===== config.mk =====
export PLATFORM = sky130hd
export DESIGN_NAME = sci_flags
export DESIGN_NICKNAME = d
export VERILOG_FILES = /design/src/core/sci_flags_pkg.sv /design/src/core/sci_flags.sv
export SDC_FILE = /design/constraint.sdc
export NUM_CORES = 1
export LEC_CHECK = 0
export BUFFER_PORTS_ARGS = -buffer_cell sky130_fd_sc_hd__buf_2
export CORE_MARGIN = 2
export CORE_UTILIZATION = 43
export DETAILED_ROUTE_END_ITERATION = 10
export PLACE_DENSITY = 0.88
export SLEW_MARGIN = 5
export SYNTH_ARGS = -nofsm -noshare
export SYNTH_HDL_FRONTEND = slang
export SYNTH_SLANG_ARGS = --single-unit

===== constraint.sdc =====
create_clock -name clk_sys -period 2 [get_ports clk_sys]
set_clock_uncertainty 0.2 [all_clocks]
set_input_delay 0.4 -clock clk_sys [delete_from_list [all_inputs] [get_ports clk_sys]]
set_output_delay 0.4 -clock clk_sys [all_outputs]
set_load 0.01 [all_outputs]

===== src/core/sci_flags_pkg.sv =====
// package: register map, field layout and carrier types for the serial status/buffer block
package sci_flags_pkg;

    // ------------------------------------------------------------
    // register offsets (byte addresses, one word each)
    // ------------------------------------------------------------
    localparam logic [7:0] OFS_STATUS_ONE = 8'h10;
    localparam logic [7:0] OFS_STATUS_TWO = 8'h14;
    localparam logic [7:0] OFS_DATA_BUF   = 8'h18;
    localparam logic [7:0] OFS_CTRL_THREE = 8'h1C;

    // ------------------------------------------------------------
    // field positions
    // ------------------------------------------------------------
    localparam int C3_RX9 = 7;
    localparam int C3_TX9 = 6;
    localparam int C3_ORE = 3;
    localparam int C3_NEE = 2;
    localparam int C3_FEE = 1;
    localparam int C3_PEE = 0;
    localparam int S1_THE = 7;
    localparam int S1_TC  = 6;
    localparam int S1_RXF = 5;
    localparam int S1_IDL = 4;
    localparam int S1_OVR = 3;
    localparam int S1_NSE = 2;
    localparam int S1_FRM = 1;
    localparam int S1_PAR = 0;
    localparam int S2_BRK = 1;
    localparam int S2_ACT = 0;

    // ------------------------------------------------------------
    // reset values
    // ------------------------------------------------------------
    localparam logic [3:0] RST_ERR_EN = 4'h0;
    localparam logic       RST_THE    = 1'b1;
    localparam logic       RST_TC     = 1'b1;
    localparam logic [31:0] RD_UNMAPPED = 32'h0000_0000;

    // events from the receiver core, one-cycle pulses
    typedef struct packed {
        logic       char_done;
        logic [8:0] char_bits;
        logic       noise;
        logic       frame_err;
        logic       parity_err;
        logic       brk;
        logic       line_ones;
        logic       idle_seen;
        logic       start_zero;
        logic       false_start;
    } rx_evt_t;

    // interrupt request group
    typedef struct packed {
        logic tx;
        logic rx;
        logic err;
    } irq_t;
endpackage


===== src/core/sci_flags.sv =====
// module: status flags, ninth bits, error enables and data buffer of the serial interface
`timescale 1ns/1ps
`default_nettype none
module sci_flags
    import sci_flags_pkg::*;
(
    input  wire logic        clk_sys,          // 40 MHz bus clock
    input  wire logic        nrst,             // async reset, active low
    input  wire logic        clk_en,           // freezes all state when low
    input  wire logic [7:0]  address,          // avalon byte address
    input  wire logic        read,             // avalon read
    input  wire logic        write,            // avalon write
    input  wire logic [31:0] writedata,        // avalon write data
    input  wire logic [3:0]  byteenable,       // avalon byte enables
    output logic      [31:0] readdata,         // avalon read data
    output logic             waitrequest,      // avalon wait
    input  wire logic        char_len_sel,     // 1 = 9-bit characters
    input  wire logic        tx_empty_irq_en,  // holding-empty interrupt enable
    input  wire logic        tx_done_irq_en,   // completion interrupt enable
    input  wire logic        rx_full_irq_en,   // receive interrupt enable
    input  wire logic        idle_irq_en,      // idle interrupt enable
    input  wire logic        rx_enable,        // receiver enabled
    input  wire logic        tx_shift_ready,   // shifter can take a character
    input  wire logic        tx_busy,          // data/preamble/break in flight
    input  wire logic        tx_queue_evt,     // preamble or break queued
    input  wire rx_evt_t     rx_evt,           // receiver core events
    output logic             tx_load,          // pulse: shifter takes tx_word
    output logic      [8:0]  tx_word,          // ninth bit and data byte
    output irq_t             irq               // interrupt requests
);
    // ------------------------------------------------------------
    // state
    // ------------------------------------------------------------
    logic [7:0] rx_buf_q;
    logic [7:0] tx_buf_q;
    logic       rx_ninth_bit_q;
    logic       tx_ninth_bit_q;
    logic [3:0] err_en_q;          // overrun, noise, framing, parity
    logic       tx_holding_empty_q;
    logic       tx_complete_q;
    logic       tx_pending_q;
    logic       rx_full_q;
    logic       idle_q;
    logic       idle_armed_q;
    logic       overrun_flag_q;
    logic       noise_flag_q;
    logic       framing_flag_q;
    logic       parity_flag_q;
    logic       break_flag_q;
    logic       break_armed_q;
    logic       rx_active_flag_q;
    logic [7:0] seen_s1_q;         // status_one snapshot for clear sequence
    logic       seen_brk_q;
    logic       ack_q;

    // ------------------------------------------------------------
    // bus decode
    // ------------------------------------------------------------
    function automatic logic hit(input logic [7:0] a, input logic [7:0] ofs);
        return a == ofs;
    endfunction

    logic req;
    logic rd_s1;
    logic rd_s2;
    logic rd_db;
    logic wr_db;
    logic wr_c3;
    logic xfer;
    logic rx_take;
    logic brk_take;
    assign req   = (read | write) & ~ack_q & clk_en;
    assign rd_s1 = req & read & hit(address, OFS_STATUS_ONE);
    assign rd_s2 = req & read & hit(address, OFS_STATUS_TWO);
    assign rd_db = req & read & hit(address, OFS_DATA_BUF);
    assign wr_db = req & write & hit(address, OFS_DATA_BUF) & byteenable[0];
    assign wr_c3 = req & write & hit(address, OFS_CTRL_THREE) & byteenable[0];
    // buffer to shifter handoff
    assign xfer  = clk_en & tx_pending_q & tx_shift_ready;
    // break also fills the buffer path; a plain char only when room
    assign brk_take = clk_en & rx_evt.brk & break_armed_q;
    assign rx_take  = clk_en & rx_evt.char_done & ~rx_full_q;

    // one wait cycle, answer on the second edge
    // wait kept as its own flop so the bus never sees a gate output
    always_ff @(posedge clk_sys or negedge nrst) begin
        if (!nrst) begin
            ack_q       <= 1'b0;
            waitrequest <= 1'b1;
        end else if (clk_en) begin
            ack_q       <= (read | write) & ~ack_q;
            waitrequest <= ~((read | write) & ~ack_q);
        end
    end

    // status words
    logic [31:0] s1_word;
    logic [31:0] s2_word;
    logic [31:0] c3_word;
    always_comb begin
        s1_word = '0;
        s1_word[S1_THE] = tx_holding_empty_q;
        s1_word[S1_TC]  = tx_complete_q;
        s1_word[S1_RXF] = rx_full_q;
        s1_word[S1_IDL] = idle_q;
        s1_word[S1_OVR] = overrun_flag_q;
        s1_word[S1_NSE] = noise_flag_q;
        s1_word[S1_FRM] = framing_flag_q;
        s1_word[S1_PAR] = parity_flag_q;
        s2_word = '0;
        s2_word[S2_BRK] = break_flag_q;
        s2_word[S2_ACT] = rx_active_flag_q;
        c3_word = '0;
        c3_word[C3_RX9] = rx_ninth_bit_q;
        c3_word[C3_TX9] = tx_ninth_bit_q;
        c3_word[3:0]    = err_en_q;
    end

    // registered read data, stands from the answer edge
    always_ff @(posedge clk_sys or negedge nrst) begin
        if (!nrst) begin
            readdata <= RD_UNMAPPED;
        end else if (req & read) begin
            if (hit(address, OFS_STATUS_ONE)) readdata <= s1_word;
            else if (hit(address, OFS_STATUS_TWO)) readdata <= s2_word;
            else if (hit(address, OFS_DATA_BUF)) readdata <= {24'h00_0000, rx_buf_q};
            else if (hit(address, OFS_CTRL_THREE)) readdata <= c3_word;
            else readdata <= RD_UNMAPPED;
        end
    end

    // ------------------------------------------------------------
    // data buffers and ninth bits, no reset on purpose
    // ------------------------------------------------------------
    // reset must not disturb unread data
    always_ff @(posedge clk_sys) begin
        if (rx_take | brk_take) begin
            rx_buf_q <= brk_take ? 8'h00 : rx_evt.char_bits[7:0];
        end
        if (wr_db) begin
            tx_buf_q <= writedata[7:0];
        end
    end

    always_ff @(posedge clk_sys) begin
        if (brk_take) begin
            rx_ninth_bit_q <= 1'b0;
        end else if (rx_take) begin
            rx_ninth_bit_q <= char_len_sel ? rx_evt.char_bits[8]
                                           : rx_evt.char_bits[7];
        end
        if (wr_c3) begin
            tx_ninth_bit_q <= writedata[C3_TX9];
        end
    end

    // error enables
    always_ff @(posedge clk_sys or negedge nrst) begin
        if (!nrst) begin
            err_en_q <= RST_ERR_EN;
        end else if (wr_c3) begin
            err_en_q <= writedata[3:0];
        end
    end

    // ------------------------------------------------------------
    // transmit side
    // ------------------------------------------------------------
    always_ff @(posedge clk_sys or negedge nrst) begin
        if (!nrst) begin
            tx_load <= 1'b0;
            tx_word <= 9'h000;
        end else if (clk_en) begin
            tx_load <= xfer;
            if (xfer) begin
                tx_word <= {char_len_sel & tx_ninth_bit_q, tx_buf_q};
            end
        end
    end

    // clear needs the flag seen set at the last status read
    always_ff @(posedge clk_sys or negedge nrst) begin
        if (!nrst) begin
            tx_holding_empty_q <= RST_THE;
            tx_pending_q       <= 1'b0;
        end else if (clk_en) begin
            if (xfer) begin
                tx_holding_empty_q <= 1'b1;
                tx_pending_q       <= 1'b0;
            end else if (wr_db) begin
                tx_pending_q <= 1'b1;
                if (seen_s1_q[S1_THE]) tx_holding_empty_q <= 1'b0;
            end
        end
    end

    // queue clears it at once; the shifter may still lag 1.5 bit clocks
    always_ff @(posedge clk_sys or negedge nrst) begin
        if (!nrst) begin
            tx_complete_q <= RST_TC;
        end else if (clk_en) begin
            if (wr_db | tx_queue_evt | tx_pending_q | tx_busy) begin
                tx_complete_q <= 1'b0;
            end else if (tx_holding_empty_q) begin
                tx_complete_q <= 1'b1;
            end
        end
    end

    // ------------------------------------------------------------
    // clear-sequence snapshots
    // ------------------------------------------------------------
    always_ff @(posedge clk_sys or negedge nrst) begin
        if (!nrst) begin
            seen_s1_q  <= 8'h00;
            seen_brk_q <= 1'b0;
        end else begin
            if (rd_s1) seen_s1_q <= s1_word[7:0];
            else if (rd_db | wr_db) seen_s1_q <= 8'h00;
            if (rd_s2) seen_brk_q <= break_flag_q;
            else if (rd_db) seen_brk_q <= 1'b0;
        end
    end

    // ------------------------------------------------------------
    // receive flags; a set in the clearing cycle wins
    // ------------------------------------------------------------
    logic clr_rxf;
    logic clr_idl;
    logic clr_ovr;
    logic clr_nse;
    logic clr_frm;
    logic clr_par;
    assign clr_rxf = rd_db & seen_s1_q[S1_RXF];
    assign clr_idl = rd_db & seen_s1_q[S1_IDL];
    assign clr_ovr = rd_db & seen_s1_q[S1_OVR];
    assign clr_nse = rd_db & seen_s1_q[S1_NSE];
    assign clr_frm = rd_db & seen_s1_q[S1_FRM];
    assign clr_par = rd_db & seen_s1_q[S1_PAR];

    always_ff @(posedge clk_sys or negedge nrst) begin
        if (!nrst) begin
            rx_full_q      <= 1'b0;
            overrun_flag_q <= 1'b0;
        end else if (clk_en) begin
            if (rx_take | brk_take) rx_full_q <= 1'b1;
            else if (clr_rxf) rx_full_q <= 1'b0;
            if (rx_evt.char_done & rx_full_q) overrun_flag_q <= 1'b1;
            else if (clr_ovr) overrun_flag_q <= 1'b0;
        end
    end

    always_ff @(posedge clk_sys or negedge nrst) begin
        if (!nrst) begin
            noise_flag_q   <= 1'b0;
            framing_flag_q <= 1'b0;
            parity_flag_q  <= 1'b0;
        end else if (clk_en) begin
            if (rx_evt.noise) noise_flag_q <= 1'b1;
            else if (clr_nse) noise_flag_q <= 1'b0;
            if (rx_evt.frame_err | brk_take) framing_flag_q <= 1'b1;
            else if (clr_frm) framing_flag_q <= 1'b0;
            if (rx_evt.parity_err) parity_flag_q <= 1'b1;
            else if (clr_par) parity_flag_q <= 1'b0;
        end
    end

    // idle waits for a character after enable or after a clear
    always_ff @(posedge clk_sys or negedge nrst) begin
        if (!nrst) begin
            idle_q       <= 1'b0;
            idle_armed_q <= 1'b0;
        end else if (clk_en) begin
            if (rx_evt.idle_seen & idle_armed_q) idle_q <= 1'b1;
            else if (clr_idl) idle_q <= 1'b0;
            if (rx_take) idle_armed_q <= 1'b1;
            else if (clr_idl | ~rx_enable) idle_armed_q <= 1'b0;
        end
    end

    // break rearms only after ones on the line
    always_ff @(posedge clk_sys or negedge nrst) begin
        if (!nrst) begin
            break_flag_q  <= 1'b0;
            break_armed_q <= 1'b1;
        end else if (clk_en) begin
            if (brk_take) break_flag_q <= 1'b1;
            else if (rd_db & seen_brk_q) break_flag_q <= 1'b0;
            if (brk_take) break_armed_q <= 1'b0;
            else if (rx_evt.line_ones) break_armed_q <= 1'b1;
        end
    end

    always_ff @(posedge clk_sys or negedge nrst) begin
        if (!nrst) begin
            rx_active_flag_q <= 1'b0;
        end else if (clk_en) begin
            if (rx_evt.start_zero) rx_active_flag_q <= 1'b1;
            else if (rx_evt.false_start | rx_evt.idle_seen) rx_active_flag_q <= 1'b0;
        end
    end

    // ------------------------------------------------------------
    // interrupt requests, registered
    // ------------------------------------------------------------
    always_ff @(posedge clk_sys or negedge nrst) begin
        if (!nrst) begin
            irq <= '0;
        end else if (clk_en) begin
            irq.tx  <= (tx_holding_empty_q & tx_empty_irq_en)
                     | (tx_complete_q & tx_done_irq_en);
            irq.rx  <= (rx_full_q & rx_full_irq_en) | (idle_q & idle_irq_en);
            irq.err <= (overrun_flag_q & err_en_q[C3_ORE])
                     | (noise_flag_q & err_en_q[C3_NEE])
                     | (framing_flag_q & err_en_q[C3_FEE])
                     | (parity_flag_q & err_en_q[C3_PEE]);
        end
    end
endmodule
`default_nettype wire


==> run metrics <==
commonest non-fill, non-tap cell in the layout buf_2; Post-Syn Instances 231; nature of the critical path endpoint flip-flop; Syn-to-layout area delta 23.7%; Worst VDD drop 0.000410 V; Yosys top cell by area dfrtp_1; Final Hold Fails 0; Tot GR Track Use 18.6%; vias in the first global route 2,052; vias 2,083; H-tree Lvls 3; most frequent cells in the layout buf_2 (70), dfrtp_1 (44), conb_1 (24); ys async rst share 72.7%; total power draw 2.76 mW; CTS clk-pin slew, worst paths 80 ps; met1 GRT Util 22.6%; detailed placement HPWL 4.85 mm; critical path arrival 1940 ps; synthesized flop and latch total 66; hold depth 1; Max Slew Vio Count 0; Pwr Density 769 nW/µm²; worst setup margin 122 ps; met2 usage 29.7%; number of gates resized after CTS 0; synth top area cells dfrtp_1 (38%), edfxtp_1 (18%), buf_4 (6.2%), mux2_2 (4.7%), dfstp_2 (3.6%); overall routed net length 6.49 mm; routed vias/inst 5.13; ANT cells 0; met3 Resource Use GR 6.45%; yosys warns 0; clock buffer depth 2; status finished, final reports clean; clk root buf clkbuf_8; starting density of the core 45.1%; number of port buffers 70; Setup Slack @ Placement -226 ps; number of remaining DRC errors 0; Lkg Pwr 1.70 nW; die width 86.1 µm; cell area after synthesis 2900 µm²; Netlist cell types 44; Seq/Total Area, Yosys 60.0%; FILL cells 562; worst-path maximum fanout 9; MaxCap Viol Count 0; FMAX 532 MHz; worst hold-check path type in2reg; syn avg cell area 12.5 µm²; clock period minus worst slack 1880 ps; Nets 400; IO Count 122; critical path required time 2060 ps; share of the synthesized area in the top cell type 38.0%; routability cong. 0.883; first-pass GRT wire length 10.2 mm; DRT Pass-1 Iters 4; Die Y 86.1 µm; top_reg_cell synth dfrtp_1; CP Class reg2reg; total CTS buffers 9; CTS tree done; Worst Reg2Reg Path Length in Cells 6; clock sink total 66; Die ar. 7410 µm²; row count 29; worst hold slack 22.1 ps; Post-synth EDFFs 17; Startpoint Class flip-flop; RSZ-0062 raised after global routing false; GRT Residual Overflow 0; Clock Latency Late Sink 350 ps; Antenna Nets Post-Route 0; largest net degree at the start of global routing 32; Core ar. 6420 µm²; # setup viols final 0; 1st-iter DRT viols 113; fin crit share 93.9%; share of cells above drive strength 1 39.8%; Wirelength per Cell 16.0 µm; GR peak layer met2; initial antenna violation count 0
-- cells in the mapped netlist, types with 6 or more instances --
cell type and count:
nor2_1 8, and2_1 8, mux2i_1 7, mux2_2 12, dfrtp_1 44, edfxtp_1 17, o21ai_0 9, a22o_1 11
nand2_1 19, buf_4 24, clkbuf_1 6, a22oi_1 10
-- path summary, 6_finish.rpt --
path	start	end	slack (ps)
min in group asynchronous	nrst	framing_flag_q$_DFFE_PN0P_	340
setup / recovery	ack_q$_DFFE_PN0P_	readdata[6]$_DFFE_PN0N_	120
hold / removal	writedata[5]	tx_buf_q[5]$_DFFE_PP_	20
max in group asynchronous	nrst	tx_complete_q$_DFFE_PN1P_	670
hold reg to reg	seen_s1_q[7]$_DFFE_PN0P_	tx_holding_empty_q$_DFFE_PN1P_	240
setup reg to reg	ack_q$_DFFE_PN0P_	readdata[6]$_DFFE_PN0N_	120
-- state kept, by name, indices dropped and copies added, names as in the netlist, 3 cells and up --
signal and flops:
seen_s1_q 7, tx_buf_q 8, err_en_q 4, tx_word 9, rx_buf_q 8, irq 3, readdata 8
-- cell type report --
cell class | count | area [µm²] | share of cell area (%)
Sequential cell | 66 | 1740 | 48.5
Multi-Input combinational cell | 153 | 1030 | 28.7
Timing Repair Buffer | 92 | 543 | 15.2
Clock buffer | 9 | 124 | 3.46
Tap cell | 77 | 96.3 | 2.69
Clock inverter | 7 | 46.3 | 1.29
Inverter | 2 | 7.51 | 0.210
-- stage by stage --
step	std cells	cell area (µm²)	setup TNS [ps]	utilization, %
global route	406	3580	0	55.8
CTS	404	3570	0	55.5
global placement	387	3390	-4560	52.7
finish	406	3580	0	55.8
floorplan	254	3000	-2160	-
detailed placement	387	3390	-5380	52.7
-- logic make-up (layout without fill, tap and decap cells) --
group / count (synthesis) / in the layout / share of synthesized area (%)
flops: 66 / 66 / 60.0
simple gates: 59 / 59 / 11.5
compound gates: 50 / 50 / 12.6
other cells: 1 / 24 / 0.130
buf+inv: 35 / 110 / 7.95
mux: 20 / 20 / 7.87
-- timing repair --
| item | CTS | global route |
|---|---|---|
| setup endpoints to repair | 0 | 6 |
| setup buffers | 0 | 2 |
| hold buffers | 1 | 0 |
| endpoints found under the hold margin | 15 | 0 |
-- critical path, stage by stage (launching register included) --
cell	delay [ps]
dfrtp_1	390
nand3b_1	330
buf_4	270
nor4_4	240
buf_4	210
a22oi_1	70
o21ai_0	90
-- power breakdown --
part	switching (mW)	internal [mW]
Clock	0.528	0.443
Sequential	0.0404	1.46
Combinational	0.156	0.132
Total	0.725	2.03
-- metal layers --
metal	wire length [µm]	vias up	share of wire (%)
met3	451	16	6.9
met4	177	0	2.7
met1	2690	1007	41
li1	-	975	-
met2	3170	85	49
met5	0	-	0
Power figures use the tool's default switching activity.
